==> config.mk <==
export PLATFORM = sky130hd
export DESIGN_NAME = sleep_mode_peripheral_clock_gate
export DESIGN_NICKNAME = d
export VERILOG_FILES = /design/src/logic/clk_gate_pkg.sv /design/src/logic/gate_select.sv /design/src/logic/sleep_mode_peripheral_clock_gate.sv
export SDC_FILE = /design/constraint.sdc
export NUM_CORES = 1
export LEC_CHECK = 0
export ABC_AREA = 1
export BUFFER_PORTS_ARGS = -buffer_cell sky130_fd_sc_hd__buf_2
export CAP_MARGIN = 10
export CORE_MARGIN = 2
export CORE_UTILIZATION = 25
export CTS_BUF_LIST = sky130_fd_sc_hd__clkbuf_8
export CTS_CLUSTER_DIAMETER = 80
export CTS_CLUSTER_SIZE = 20
export DETAILED_ROUTE_END_ITERATION = 10
export HOLD_SLACK_MARGIN = 0.02
export SYNTH_ARGS = -nofsm -noshare
export SYNTH_HDL_FRONTEND = slang
export SYNTH_SLANG_ARGS = --single-unit
==> constraint.sdc <==
create_clock -name ref_clk -period 2 [get_ports ref_clk]
set_clock_uncertainty 0.1 [all_clocks]
set_input_delay 0.1 -clock ref_clk [delete_from_list [all_inputs] [get_ports ref_clk]]
set_output_delay 0.1 -clock ref_clk [all_outputs]
set_load 0.02 [all_outputs]
==> src/logic/clk_gate_pkg.sv <==
// package: register map, field layout and reset values of the clock gate
`default_nettype none
package clk_gate_pkg;
    // ==========================================================
    // register byte offsets
    localparam logic [11:0] RUN_GATE_OFF   = 12'h0104;
    localparam logic [11:0] SLEEP_GATE_OFF = 12'h0114;
    localparam logic [11:0] DEEP_GATE_OFF  = 12'h0124;
    localparam logic [11:0] RUN_CFG_OFF    = 12'h0060;
    localparam logic [11:0] IRQ_STAT_OFF   = 12'h0200;
    localparam logic [11:0] IRQ_MASK_OFF   = 12'h0204;
    localparam logic [11:0] FAULT_UNIT_OFF = 12'h0208;
    // ==========================================================
    // gating layout
    localparam int          NUM_UNITS      = 9;
    localparam logic [31:0] GATE_WMASK     = 32'h0707_1013;
    localparam logic [31:0] GATE_RESET     = 32'h0000_0000;
    localparam int          AUTO_GATE_BIT  = 27;
    localparam logic [31:0] RUN_CFG_WMASK  = 32'h0800_0000;
    localparam logic [31:0] RUN_CFG_RESET  = 32'h0000_0000;
    // ==========================================================
    // interrupt status: bit 0 write to gated unit, bit 1 read
    localparam int          IRQ_W          = 2;
    localparam int          IRQ_WR_FAULT   = 0;
    localparam int          IRQ_RD_FAULT   = 1;
    // ==========================================================
    // unit index to gating bit: comparator_two_gate..0, general_counter_two_gate..0, twi, ssp, async_serial_one_gate
    localparam int UNIT_BIT [NUM_UNITS] = '{26, 25, 24, 18, 17, 16, 12, 4, 1};
    localparam int ASYNC_SERIAL_ZERO_GATE_BIT = 0;

    typedef enum logic [1:0] {
        MODE_RUN,
        MODE_SLEEP,
        MODE_DEEP
    } power_mode_t;

    typedef struct packed {
        logic        req;
        logic        write;
        logic [3:0]  unit;
    } unit_access_t;
endpackage
`default_nettype wire

==> src/logic/gate_select.sv <==
// gate select: picks the active gating word and reports access faults
`timescale 1ns/1ps
`default_nettype none
module gate_select (
    input  wire logic [31:0]           run_gate,   // run-mode gating word
    input  wire logic [31:0]           sleep_gate, // sleep-mode gating word
    input  wire logic [31:0]           deep_gate,  // deep-sleep gating word
    input  wire logic                  auto_gate,  // sleep words in use
    input  wire clk_gate_pkg::power_mode_t mode,   // current power mode
    input  wire clk_gate_pkg::unit_access_t acc,   // peripheral access
    output logic [31:0]                active,     // enables now in force
    output logic                       fault       // access to gated unit
);
    import clk_gate_pkg::*;

    wire [31:0] sleep_sel;
    wire [31:0] deep_sel;
    wire        unit_on;

    // without auto gating the run word rules every mode
    assign sleep_sel = auto_gate ? sleep_gate : run_gate;
    assign deep_sel  = auto_gate ? deep_gate  : run_gate;
    assign active    = (mode == MODE_SLEEP) ? sleep_sel :
                       (mode == MODE_DEEP)  ? deep_sel  : run_gate;
    // units 0..8 mapped to layout bits; 9 is async_serial_zero_gate
    assign unit_on   = (acc.unit == 4'd9) ? active[ASYNC_SERIAL_ZERO_GATE_BIT] :
                       (acc.unit < 4'd9)  ? active[UNIT_BIT[acc.unit]] :
                       1'b0;
    assign fault     = acc.req & ~unit_on;
endmodule
`default_nettype wire

==> src/logic/sleep_mode_peripheral_clock_gate.sv <==
// top: apb register file and clock enables for the peripheral gating
//
// Function
// - one writable bit enables one unit
// - bit set: unit receives its clock
// - bit clear: unit clock withheld
// - access to gated unit raises fault
// - register resets to all zeros
// - sleep word applies only in sleep
// - sleep word used only with auto gating
// - bits 18..16 enable timers 2..0
// - bit 12 enables two-wire port
// - bit 4 enables synchronous serial port
// - bits 1,0 enable async serial 1,0
// - reserved bits read as zero
// - spare positions stay inert
// - run mode uses word at 0x104
//
// Register access over APB was left to the implementer.
`timescale 1ns/1ps
`default_nettype none
module sleep_mode_peripheral_clock_gate (
    input  wire logic                       ref_clk,  // 20 MHz clock
    input  wire logic                       resetn,   // sync reset, low
    input  wire logic                       psel,     // apb select
    input  wire logic                       penable,  // apb access phase
    input  wire logic                       pwrite,   // apb write
    input  wire logic [11:0]                paddr,    // apb byte address
    input  wire logic [31:0]                pwdata,   // apb write data
    output logic [31:0]                     prdata,   // apb read data
    output logic                            pready,   // apb ready
    output logic                            pslverr,  // apb error
    input  wire clk_gate_pkg::power_mode_t  mode,     // power mode
    input  wire clk_gate_pkg::unit_access_t unit_acc, // unit bus access
    output logic                            unit_fault, // gated access
    output logic [31:0]                     clk_en,   // per-unit enables
    output logic                            irq       // level interrupt
);
    import clk_gate_pkg::*;

    // ==========================================================
    // registers
    logic [31:0]     run_q, run_d;
    logic [31:0]     sleep_q, sleep_d;
    logic [31:0]     deep_q, deep_d;
    logic [31:0]     cfg_q, cfg_d;
    logic [IRQ_W-1:0] stat_q, stat_d;
    logic [IRQ_W-1:0] mask_q, mask_d;
    logic [3:0]      funit_q, funit_d;
    logic [31:0]     en_q;
    logic            fault_q;
    logic [31:0]     rdata_q;

    // ==========================================================
    // bus decode
    wire        acc_w   = psel & penable & pwrite;
    wire        acc_r   = psel & penable & ~pwrite;
    wire        hit_run = paddr == RUN_GATE_OFF;
    wire        hit_slp = paddr == SLEEP_GATE_OFF;
    wire        hit_dp  = paddr == DEEP_GATE_OFF;
    wire        hit_cfg = paddr == RUN_CFG_OFF;
    wire        hit_st  = paddr == IRQ_STAT_OFF;
    wire        hit_msk = paddr == IRQ_MASK_OFF;
    wire        hit_fu  = paddr == FAULT_UNIT_OFF;
    wire        mapped  = hit_run | hit_slp | hit_dp | hit_cfg |
                          hit_st | hit_msk | hit_fu;
    wire [31:0] gw      = pwdata & GATE_WMASK;
    wire [31:0] active;
    wire        fault_now;
    wire [IRQ_W-1:0] events;

    gate_select u_sel (
        .run_gate   (run_q),
        .sleep_gate (sleep_q),
        .deep_gate  (deep_q),
        .auto_gate  (cfg_q[AUTO_GATE_BIT]),
        .mode       (mode),
        .acc        (unit_acc),
        .active     (active),
        .fault      (fault_now)
    );

    // each writable bit independently gates a unit
    assign run_d   = (acc_w & hit_run) ? gw : run_q;
    assign sleep_d = (acc_w & hit_slp) ? gw : sleep_q;
    assign deep_d  = (acc_w & hit_dp)  ? gw : deep_q;
    assign cfg_d   = (acc_w & hit_cfg) ? (pwdata & RUN_CFG_WMASK) : cfg_q;
    assign mask_d  = (acc_w & hit_msk) ? pwdata[IRQ_W-1:0] : mask_q;
    assign events  = {fault_now & ~unit_acc.write, fault_now & unit_acc.write};
    // set wins over a write-one-to-clear in the same cycle
    assign stat_d  = (stat_q & ~((acc_w & hit_st) ? pwdata[IRQ_W-1:0]
                                                  : {IRQ_W{1'b0}})) | events;
    assign funit_d = fault_now ? unit_acc.unit : funit_q;

    wire [31:0] rmux =
        hit_run ? run_q :
        hit_slp ? sleep_q :
        hit_dp  ? deep_q :
        hit_cfg ? cfg_q :
        hit_st  ? {{(32-IRQ_W){1'b0}}, stat_q} :
        hit_msk ? {{(32-IRQ_W){1'b0}}, mask_q} :
        hit_fu  ? {28'h000_0000, funit_q} : 32'h0000_0000;

    always_ff @(posedge ref_clk) begin
        if (!resetn) begin
            run_q   <= GATE_RESET;
            sleep_q <= GATE_RESET;
            deep_q  <= GATE_RESET;
            cfg_q   <= RUN_CFG_RESET;
            stat_q  <= '0;
            mask_q  <= '0;
            funit_q <= 4'h0;
        end else begin
            run_q   <= run_d;
            sleep_q <= sleep_d;
            deep_q  <= deep_d;
            cfg_q   <= cfg_d;
            stat_q  <= stat_d;
            mask_q  <= mask_d;
            funit_q <= funit_d;
        end
    end

    // enables are registered so the gate cells see a glitch-free level
    always_ff @(posedge ref_clk) begin
        if (!resetn) begin
            en_q    <= GATE_RESET;
            fault_q <= 1'b0;
            rdata_q <= 32'h0000_0000;
        end else begin
            en_q    <= active;
            fault_q <= fault_now;
            rdata_q <= (psel & ~penable & ~pwrite) ? rmux : rdata_q;
        end
    end

    assign clk_en     = en_q;
    assign unit_fault = fault_q;
    assign prdata     = rdata_q;
    assign pready     = 1'b1;
    assign pslverr    = psel & penable & ~mapped;
    assign irq        = |(stat_q & mask_q);

    // ==========================================================
    // checks
    property p_reset_zero;
        @(posedge ref_clk) $rose(resetn) |-> (sleep_q == 32'h0000_0000 &&
                                             run_q == 32'h0000_0000);
    endproperty
    a_reset_zero: assert property (p_reset_zero)
        else $error("gating words not zero after reset");

    property p_reserved_zero;
        @(posedge ref_clk) disable iff (!resetn)
            (sleep_q & ~GATE_WMASK) == 32'h0000_0000;
    endproperty
    a_reserved_zero: assert property (p_reserved_zero)
        else $error("reserved sleep bit set");

    property p_sleep_write;
        @(posedge ref_clk) disable iff (!resetn)
            acc_w && hit_slp |=> sleep_q == $past(pwdata & GATE_WMASK);
    endproperty
    a_sleep_write: assert property (p_sleep_write)
        else $error("sleep word write not stored");

    property p_sleep_used;
        @(posedge ref_clk) disable iff (!resetn)
            mode == MODE_SLEEP && cfg_q[AUTO_GATE_BIT] && $stable(sleep_q)
            |=> clk_en == $past(sleep_q);
    endproperty
    a_sleep_used: assert property (p_sleep_used)
        else $error("sleep enables not applied");

    property p_no_auto;
        @(posedge ref_clk) disable iff (!resetn)
            !cfg_q[AUTO_GATE_BIT] |=> clk_en == $past(run_q);
    endproperty
    a_no_auto: assert property (p_no_auto)
        else $error("run word not used without auto gating");

    property p_fault;
        @(posedge ref_clk) disable iff (!resetn)
            unit_acc.req && unit_acc.unit == 4'd9 && !active[ASYNC_SERIAL_ZERO_GATE_BIT]
            |=> unit_fault;
    endproperty
    a_fault: assert property (p_fault)
        else $error("gated access gave no fault");

    property p_no_fault;
        @(posedge ref_clk) disable iff (!resetn)
            !unit_acc.req |=> !unit_fault;
    endproperty
    a_no_fault: assert property (p_no_fault)
        else $error("fault without access");

    property p_run_mode;
        @(posedge ref_clk) disable iff (!resetn)
            mode == MODE_RUN |=> clk_en == $past(run_q);
    endproperty
    a_run_mode: assert property (p_run_mode)
        else $error("run word not applied in run mode");

    property p_irq;
        @(posedge ref_clk) disable iff (!resetn)
            fault_now && mask_q[IRQ_WR_FAULT] && unit_acc.write
            && !(acc_w && hit_msk) |=> irq;
    endproperty
    // a mask write in the same cycle may legally drop the enable
    a_irq: assert property (p_irq)
        else $error("masked fault gave no interrupt");

    property p_reset_outs;
        @(posedge ref_clk) $rose(resetn) |->
            (clk_en == 32'h0000_0000 && !irq && !unit_fault);
    endproperty
    a_reset_outs: assert property (p_reset_outs)
        else $error("outputs not idle after reset");

    property p_timer_bits;
        @(posedge ref_clk) disable iff (!resetn)
            acc_w && hit_slp |=> sleep_q[18:16] == $past(pwdata[18:16]);
    endproperty
    a_timer_bits: assert property (p_timer_bits)
        else $error("timer enables not stored");

    property p_two_wire_bit;
        @(posedge ref_clk) disable iff (!resetn)
            acc_w && hit_slp |=> sleep_q[12] == $past(pwdata[12]);
    endproperty
    a_two_wire_bit: assert property (p_two_wire_bit)
        else $error("two-wire enable not stored");

    property p_sync_serial_bit;
        @(posedge ref_clk) disable iff (!resetn)
            acc_w && hit_slp |=> sleep_q[4] == $past(pwdata[4]);
    endproperty
    a_sync_serial_bit: assert property (p_sync_serial_bit)
        else $error("synchronous serial enable not stored");

    property p_async_bits;
        @(posedge ref_clk) disable iff (!resetn)
            acc_w && hit_slp |=> sleep_q[1:0] == $past(pwdata[1:0]);
    endproperty
    a_async_bits: assert property (p_async_bits)
        else $error("async serial enables not stored");

    property p_comp_bits;
        @(posedge ref_clk) disable iff (!resetn)
            acc_w && hit_slp |=> sleep_q[26:24] == $past(pwdata[26:24]);
    endproperty
    a_comp_bits: assert property (p_comp_bits)
        else $error("comparator enables not stored");

    property p_clk_on;
        @(posedge ref_clk) disable iff (!resetn)
            1'b1 |=> (clk_en & $past(active)) == $past(active);
    endproperty
    a_clk_on: assert property (p_clk_on)
        else $error("enabled unit lost its clock");

    property p_clk_off;
        @(posedge ref_clk) disable iff (!resetn)
            1'b1 |=> (clk_en & ~$past(active)) == 32'h0000_0000;
    endproperty
    a_clk_off: assert property (p_clk_off)
        else $error("gated unit still clocked");

    property p_deep_used;
        @(posedge ref_clk) disable iff (!resetn)
            mode == MODE_DEEP && cfg_q[AUTO_GATE_BIT]
            |=> clk_en == $past(deep_q);
    endproperty
    a_deep_used: assert property (p_deep_used)
        else $error("deep-sleep enables not applied");

    property p_stat_sticky;
        @(posedge ref_clk) disable iff (!resetn)
            stat_q[IRQ_WR_FAULT]
            && !(acc_w && hit_st && pwdata[IRQ_WR_FAULT])
            |=> stat_q[IRQ_WR_FAULT];
    endproperty
    a_stat_sticky: assert property (p_stat_sticky)
        else $error("fault status lost without clear");

    property p_fault_unit;
        @(posedge ref_clk) disable iff (!resetn)
            fault_now |=> funit_q == $past(unit_acc.unit);
    endproperty
    a_fault_unit: assert property (p_fault_unit)
        else $error("faulting unit not recorded");

    property p_read_data;
        @(posedge ref_clk) disable iff (!resetn)
            acc_r && hit_slp |-> prdata == sleep_q;
    endproperty
    a_read_data: assert property (p_read_data)
        else $error("sleep word read back wrong");

    property p_spare_inert;
        @(posedge ref_clk) disable iff (!resetn)
            acc_w && !mapped
            |=> $stable(sleep_q) && $stable(run_q) && $stable(cfg_q);
    endproperty
    a_spare_inert: assert property (p_spare_inert)
        else $error("unmapped write changed a register");

    c_deep_apply: cover property (@(posedge ref_clk)
        mode == MODE_DEEP && cfg_q[AUTO_GATE_BIT] && deep_q != 32'h0000_0000);
    c_unit_fault: cover property (@(posedge ref_clk) unit_fault);
    c_sleep_apply: cover property (@(posedge ref_clk)
        mode == MODE_SLEEP && cfg_q[AUTO_GATE_BIT] && sleep_q != 32'h0000_0000);
    c_fault_rd: cover property (@(posedge ref_clk)
        stat_q[IRQ_RD_FAULT]);
    c_irq: cover property (@(posedge ref_clk) irq);
endmodule
`default_nettype wire

After elaboration in Yosys (flattened, before gate mapping)
Memories as Yosys holds them, arrays and structs flattened. Index checks and enable logic that the tools add are counted.

$lt $le $gt $ge: 3. Eq/ne operators: 10. Mux-type cells: 19. Bitwise gates (word level): 30. Reductions and logical operators: 1.

Operators by type and width (count): 32-bit two-way mux (4); 28-bit two-way mux (4); 27-bit two-way mux (2); 12-bit by 10-bit equality test with 1-bit output (second input constant) (3); 12-bit by 9-bit equality test with 1-bit output (second input constant) (3); 32-bit by 7-bit < comparator with 1-bit output (second input constant) (1); 1-bit bitwise AND (14); 12-bit by 7-bit equality test with 1-bit output (second input constant) (1); 4-bit two-way mux (3); 1-bit OR (6); 1-bit binary-select mux with 5-bit select (1); 5-bit greater-or-equal comparator (second input constant) (1); 1-bit NOT (5); 4-bit NOT with 5-bit output (1); 2-bit bitwise AND (2); 4-bit equality test (second input constant) (1); 4-bit < comparator (second input constant) (1); 1-bit two-way mux (4); 2-bit by 1-bit equality test with 1-bit output (second input constant) (1); 2-bit equality test (second input constant) (1); 2-bit two-way mux (1); 2-bit NOT (1); 2-bit OR (1); 2-bit OR reduction (1).

Flip-flop bits (word level): 104. Memory bits (read-only): 512. Bits of input ports: 57. Logic and storage cells: 74. Memories kept: 1.

Memory list: (name not given) (words 16, bits a word 32, read ports 1, clocked after Yosys merged registers in 0, write ports 0, line gate_select.sv:27) `(acc.unit < 4'd9) ? active[UNIT_BIT[acc.unit]] :`.

Logic depth before layout (Yosys ltp)
Gate-level depths: netlist of the first run.

Depth after elaboration: 13. Gate-level depth with buffers: 15.

By module
From an unflattened synthesis of the first run, not the netlist that was laid out.

Cell total of the unflattened synthesis: 790. Area, all modules: 5053.6 um^2.

By module, submodules not included: sleep_mode_peripheral_clock_gate (times used 1, cells an instance 437, area an instance 3463.3 um^2, sequential area each 1701.6 um^2); gate_select (times used 1, cells an instance 353, area an instance 1590.3 um^2, sequential area each 0.0 um^2).

Worst setup path after synthesis of the first run
OpenSTA, ideal clock, no wires.

Path kind: flip-flop to flip-flop. From: register cfg_q[27]. To: register funit_q[0]. Arrival time: 1.440 ns. Slack: 0.345 ns. Stages on the path, launching flop included: 14. Clock period less this slack: 1.655 ns. Cell sequence: dfxtp_1 > nand3_2 > buf_6 > nand3_1 > o211ai_2 > nand2_1 > nand3_1 > nand3_1 > nand2_1 > nand2_1 > buf_6 > nand3_1 > nand2_1 > nor2_1.

Word-level cells in the longest chain between the ends: 10.

RTL lines: start, declared (line sleep_mode_peripheral_clock_gate.sv:46) `logic [31:0] cfg_q, cfg_d;`; start signal, assigned (line sleep_mode_peripheral_clock_gate.sv:117) `cfg_q <= cfg_d;`; 27-bit two-way mux (line gate_select.sv:22) `assign deep_sel = auto_gate ? deep_gate : run_gate;`; 32-bit two-way mux (line gate_select.sv:24) `(mode == MODE_DEEP) ? deep_sel : run_gate;`; 32-bit two-way mux * (line gate_select.sv:23) `assign active = (mode == MODE_SLEEP) ? sleep_sel :`; 1-bit binary-select mux with 5-bit select (line gate_select.sv:27); 1-bit two-way mux (implied by the code) (2 in a row) (line gate_select.sv:27); 1-bit two-way mux (line gate_select.sv:27); 1-bit two-way mux * (line gate_select.sv:26) `assign unit_on = (acc.unit == 4'd9) ? active[ASYNC_SERIAL_ZERO_GATE_BIT] :`; 1-bit NOT * (line gate_select.sv:29) `assign fault = acc.req & ~unit_on;`; 1-bit bitwise AND * (line gate_select.sv:29); end signal, assigned (line sleep_mode_peripheral_clock_gate.sv:120) `funit_q <= funit_d;`; end, declared (line sleep_mode_peripheral_clock_gate.sv:49) `logic [3:0] funit_q, funit_d;`.

Every way passes the cells marked *; elsewhere a longest branch is shown, timed or not. The select of a mux whose other input is x is not followed. A chain may end at the register's enable or synchronous reset.

Final worst setup path of the first run
From: register cfg_q[27]. To: register funit_q[1].

The elaborated chain is that of the path after synthesis.

==> results.cfg, run 1 <==
[status]
status = finished clean

[layout]
diodes = 0
drive_gt1_share_pct = 20.3
layout.nets = 651
area_growth_pct = 23.6

[synth]
syn_avg_cell_area_um2 = 6.95
yosysMostFrequentCell = nand2_1
ys_ff_latch = 63
synth-seq-area-share_pct = 35.8
synth_common_cells = nand2_1 (98), inv_1 (65), dfxtp_1 (63)
syn_area_mm2 = 0.00353
ys_warn_count = 0
synthFlopType = dfxtp_1
synthArstFlopShare_pct = 0
synth_edf_count = 0
synth_cell_type_count = 30
syn_inst = 507
yosysTopAreaCell = dfxtp_1
synth_area_leaders = dfxtp_1 (36%), nand2_1 (10%), buf_4 (9.6%)
yosysTopAreaCellShare_pct = 35.8

[floorplan]
fp-row-count = 43
start_util_pct = 25.5
die_x_um = 123
coreArea_mm2 = 0.0138
ios = 125
dieArea_mm2 = 0.0151
die_y_um = 123

[place]
portBuffers = 61
gp_congestion = 0.835
place_hpwl_um = 6890

[critical_path]
start_kind = flop
rr_startpoint = cfg_q[27]
critPathRequiredTime_ns = 2.15
regToRegEndpoint = funit_q[1]
crit_type = flop to flop
r2r_setup_slack_ns = 0.15
path_cells = buf_4 -> o211ai_1 -> o211ai_2 -> nand2_1 -> nand3_1 -> nand3_1 -> nand2_1 -> nand2_2 -> nand3_1 -> nand2_1 -> nor2_1
crit_path_max_incr_delay_ns = 0.37
cp-end-kind = flop
crit_slowest_cell = dfxtp_4
ff2ff_path_depth = 11
crit_path_start = cfg_q[27]
cp_data_arrival_time_ns = 2.00
cp_max_fo = 13

[clock_network]
numCtsBuffers = 9
cts.path.max_buffers = 2
clk_pin_slew_worst_paths_ns = 0.07
cts_tree = done
clk_latency_ns = 0.36
cts_root_buf = clkbuf_8
htreeDepth = 3
clkSinkCount = 63

[global_route]
grt_pass1_wl_um = 14600
antenna_found_initial = 0
first_global_vias = 3001
overflow = 0
grt_usage_pct = 12.5
grt_max_degree = 46

[timing]
relSlewSlack_pct = 48.5
drv_slew = 0
finalHoldViolCount = 0
fmax_ghz = 0.541
finalCritPeriodShare_pct = 92.4
rsz0062_at_grt = yes
fin_crit_ns = 1.85
setup_viol = 0
worst_slew_pin_slew_ns = 0.773
whs_ns = 0.0291

[job]
cap_violations = 0

[power]
p_comb_share_pct = 10.6
leakage_uw = 0.00197
pwr-share-seq_pct = 43.9
swShare_pct = 25.1
power.switching_uw = 727
p_int_uw = 2170
p_total_uw = 2900
ir_worst_vdd_uv = 246
power_density_mw_per_mm2 = 665
clockPowerShare_pct = 45.5

[route]
dr.pass1.iters = 4
routed_via_density = 4.35
via_count = 3378
drc = 0
drtIter0Drc = 209
final_antenna_net_count = 0
wirelength_um = 8970
wl_per_cell_um = 11.6

[min_path]
hold_end = cfg_q[27]
hold_class = primary input to flop
hold_depth = 5
hold_start = pwrite
sequential cells by signal (all words and copies together) (netlist names):
signal and count:
funit_q 4, prdata 13, stat_q 2, clk_en 10, unit_fault 1, sleep_q 10, cfg_q 1, run_q 10
deep_q 10, mask_q 2
worst max-delay path, delay by kind of cell, from the launching register on:
kind                   cells  cell delay, ns
buffers and inverters      1            0.18
and+or+nand+nor            8            0.72
DFF                        1            0.37
AOI/OAI and AO/OA          2            0.37
metrics by stage:
| stage | setup TNS [ns] | util, % | setup slack, ns | cells | instance area [um^2] |
|---|---|---|---|---|---|
| CTS | 0 | 31.1 | 0.0972 | 774 | 4300 |
| floorplan | 0 | - | 0.345 | 547 | 3680 |
| detailed placement | 0 | 28.5 | 0.000561 | 746 | 3940 |
| global route | -0.0597 | 31.5 | -0.0351 | 776 | 4360 |
| global placement | 0 | 28.5 | 0.0156 | 746 | 3940 |
| finish | 0 | 31.5 | 0.151 | 776 | 4360 |
cells by family after synthesis:
group / after synthesis / share of synthesized area (%)
AND/OR/NAND/NOR: 228 / 28.0
buffers and inverters: 131 / 19.4
AO/OA/AOI/OAI: 81 / 15.9
flip-flops: 63 / 35.8
adder cells (fa/ha/maj): 2 / 0.710
other: 2 / 0.213
layer usage:
metal | vias to the layer above | global-route usage (%) | wire [um]
li1 | 1771 | - | -
met1 | 1502 | 16.3 | 4200
met2 | 92 | 19.5 | 4140
met3 | 13 | 3.90 | 449
met4 | 0 | 4.38 | 174
met5 | - | 0 | 0
cell type report:
class / count / area [um^2]
Multi-Input combinational cell: 354 / 1780
Inverter: 70 / 265
Tap cell: 180 / 225
Clock buffer: 9 / 124
Fill cell: 1513 / 9470
Sequential cell: 63 / 1260
Clock inverter: 6 / 110
Timing Repair Buffer: 94 / 586
worst max path at each step:
| stage | end | slack, ns | depth (start not counted) |
|---|---|---|---|
| 2_1_floorplan | funit_q[0] | 0.34 | 13 |
| 3_3_place_gp | funit_q[3] | 0.02 | 15 |
| 3_5_place_dp | funit_q[3] | 0.0006 | 12 |
| 4_1_cts | funit_q[2] | 0.1 | 13 |
| 5_1_grt | funit_q[2] | -0.04 | 11 |
| 6_report | funit_q[1] | 0.15 | 11 |
cells in the final DEF (no fill, tap or decap), types with 16 or more instances in the layout:
cell	Yosys	final
buf_2	6	61
nor2_1	59	59
a211oi_1	31	31
nand3_1	45	42
a21oi_1	20	16
buf_4	45	20
dfxtp_1	63	62
inv_1	65	64
conb_1	2	42
nand2_1	98	97
repair_timing:
| action | in CTS | in global routing |
|---|---|---|
| pin swaps | 0 | 4 |
| hold buffers | 13 | 0 |
| endpoints found under the hold margin | 36 | 0 |
| resized for setup | 1 | 13 |
| buffers inserted | 0 | 1 |
| gates cloned | 0 | 1 |
| endpoints found under the setup margin | 4 | 7 |
power groups by stage:
stage	Clock (uW)	Combinational, uW	Sequential, uW
CTS	1350	295	1270
global placement	0	273	1300
floorplan	0	255	1300
finish	1320	306	1270
global route	1410	344	1270
detailed placement	0	274	1300
Power figures use the tool's default switching activity.
==> inputs of run 2 (changes only) <==
--- a/config.mk
+++ b/config.mk
@@ -6,7 +6,6 @@
 export NUM_CORES = 1
 export LEC_CHECK = 0
 export ABC_AREA = 1
-export BUFFER_PORTS_ARGS = -buffer_cell sky130_fd_sc_hd__buf_2
 export CAP_MARGIN = 10
 export CORE_MARGIN = 2
 export CORE_UTILIZATION = 25
@@ -14,6 +13,7 @@
 export CTS_CLUSTER_DIAMETER = 80
 export CTS_CLUSTER_SIZE = 20
 export DETAILED_ROUTE_END_ITERATION = 10
+export DONT_BUFFER_PORTS = 1
 export HOLD_SLACK_MARGIN = 0.02
 export SYNTH_ARGS = -nofsm -noshare
 export SYNTH_HDL_FRONTEND = slang
==> run 2 against run 1 <==
Fmax shrank 0.24%. Final area is 2.4% lower. Clock-buffer cell count rose by 1. Setup slack got worse by 0.0044 ns. Utilization is 0.76 points lower. Total power is 1.0% higher. First-iteration DRC count is 17% lower. Clock power is 5% higher. Die area unchanged. Critical path type is now primary input to flop. Largest power group unchanged.
==> results.cfg, run 2 (same netlist as run 1, synthesis figures left out) <==
[status]
status = finished clean

[place]
portBuffers = 0
placedCellCount = 692
place_hpwl_um = 6870
gp_congestion = 0.805

[timing]
setup_viol = 0
finalSetupTns_ns = 0
finalHoldViolCount = 0
finalCritPeriodShare_pct = 92.7
drv_slew = 0
worst_slew_pin_slew_ns = 0.799
fin_crit_ns = 1.85
relSlewSlack_pct = 46.6
whs_ns = 0.0311
rsz0062_at_grt = no
fmax_ghz = 0.540

[critical_path]
cp_max_fo = 6
crit_slowest_cell = dlygate4sd3_1
regToRegEndpoint = funit_q[0]
path_cells = dlygate4sd3_1 -> inv_1 -> ha_2 -> nand2_1 -> nand2_2 -> nor2_4 -> nor2_1 -> nor2_1 -> nand3_1 -> a21oi_2 -> nand2_2 -> a21oi_1 -> nor2_1
path_common_cell = nor2_1
crit_path_max_incr_delay_ns = 0.54
cp_data_arrival_time_ns = 2.00
ff2ff_path_depth = 13
critPathRequiredTime_ns = 2.15
rr_startpoint = cfg_q[27]
r2r_setup_slack_ns = 0.16
crit_type = primary input to flop
cp-end-kind = flop
start_kind = primary input

[clock_network]
cts_root_buf = clkbuf_8
cts.path.max_buffers = 2
htreeDepth = 3
clk_pin_slew_worst_paths_ns = 0.07
cts_tree = done
clk_latency_ns = 0.36
numCtsBuffers = 9
clkSinkCount = 63

[floorplan]
ios = 125
fp-row-count = 43
dieArea_mm2 = 0.0151
start_util_pct = 25.5
die_y_um = 123
coreArea_mm2 = 0.0138
die_x_um = 123

[layout]
area_growth_pct = 20.7
drive_gt1_share_pct = 12.8
layout.nets = 608
final_common_cell = nand2_1
diodes = 0
mostFrequentLayoutCells = nand2_1 (96), inv_1 (64), dfxtp_1 (62)
final_cells = 734
fillers = 1511
largest_reg_flops = 13

[min_path]
hold_start = mode[0]
hold_class = primary input to flop
hold_end = clk_en[17]
hold_depth = 5

[route]
via_count = 3229
routed_via_density = 4.40
wirelength_um = 9300
wl_per_cell_um = 12.7
final_antenna_net_count = 0
drtIter0Drc = 173
dr.pass1.iters = 4
drc = 0

[power]
leakage_uw = 0.00180
p_total_uw = 2930
ir_worst_vdd_uv = 226
power_density_mw_per_mm2 = 689

[global_route]
grt_usage_pct = 12.8
grt_pass1_wl_um = 14900
first_global_vias = 2950
overflow = 0
grt_max_degree = 46
antenna_found_initial = 0

[job]
cap_violations = 0
run 2: cell types whose count changed in the layout (fill, tap and decap cells not counted), sizes merged:
cell	previous run	this run
clkinv	1	0
clkbuf	9	10
dlymetal6s4s	0	1
dlygate4sd3	13	23
buf	81	27
inv	70	71
run 2: metrics by stage:
step           util [%]  area (um^2)  setup slack [ns]
2_1_floorplan         -         3680             0.345
3_3_place_gp       26.6         3680            0.0378
3_5_place_dp       26.6         3680            0.0289
4_1_cts            30.2         4170            0.0786
5_1_grt            30.8         4250            0.0167
6_report           30.8         4250             0.147
run 2: area by class of cell:
class / instances / area (um^2) / share of cell area, %
well taps: 180 / 225 / 5.29
flip-flops and latches: 63 / 1260 / 29.7
clock inverters: 6 / 109 / 2.56
repair buffers: 51 / 462 / 10.9
inverters: 70 / 265 / 6.24
clock buffers: 10 / 138 / 3.24
multi-input cells: 354 / 1790 / 42.1
run 2: worst max-delay path by stage:
stage	start	end	slack [ns]	cells after the start
CTS	unit_acc[1]	funit_q[0]	0.08	13
detailed placement	cfg_q[27]	funit_q[0]	0.03	13
global route	cfg_q[27]	funit_q[1]	0.02	14
floorplan	cfg_q[27]	funit_q[0]	0.34	13
global placement	cfg_q[27]	funit_q[3]	0.04	12
finish	unit_acc[0]	funit_q[0]	0.15	13
run 2: critical path, delay by kind of cell:
kind | cells | cell delay [ns]
adder cells (fa/ha/maj) | 1 | 0.19
buffers and inverters | 2 | 0.60
AND/OR/NAND/NOR | 8 | 0.72
AO/OA/AOI/OAI | 2 | 0.37
run 2: power by group:
| group | leakage [uW] | switching (uW) | internal [uW] |
|---|---|---|---|
| Sequential | 0.000510 | 10.3 | 1270 |
| Clock | 0.000120 | 522 | 857 |
| Combinational | 0.00117 | 198 | 76.3 |
| Total | 0.00180 | 731 | 2200 |
run 2: routing by layer:
layer	GRT usage, %	vias up	routed length (um)
li1	-	1682	-
met5	0	-	0
met3	3.95	8	495
met4	4.31	0	140
met2	21.0	88	4350
met1	16.0	1451	4310
run 2: timing repair:
action,CTS,global route
endpoints found under the hold margin,50,0
cloned,0,1
buffers inserted,0,1
hold buffers,24,0
endpoints found under the setup margin,1,7
resized for setup,1,19
pin swaps,0,7
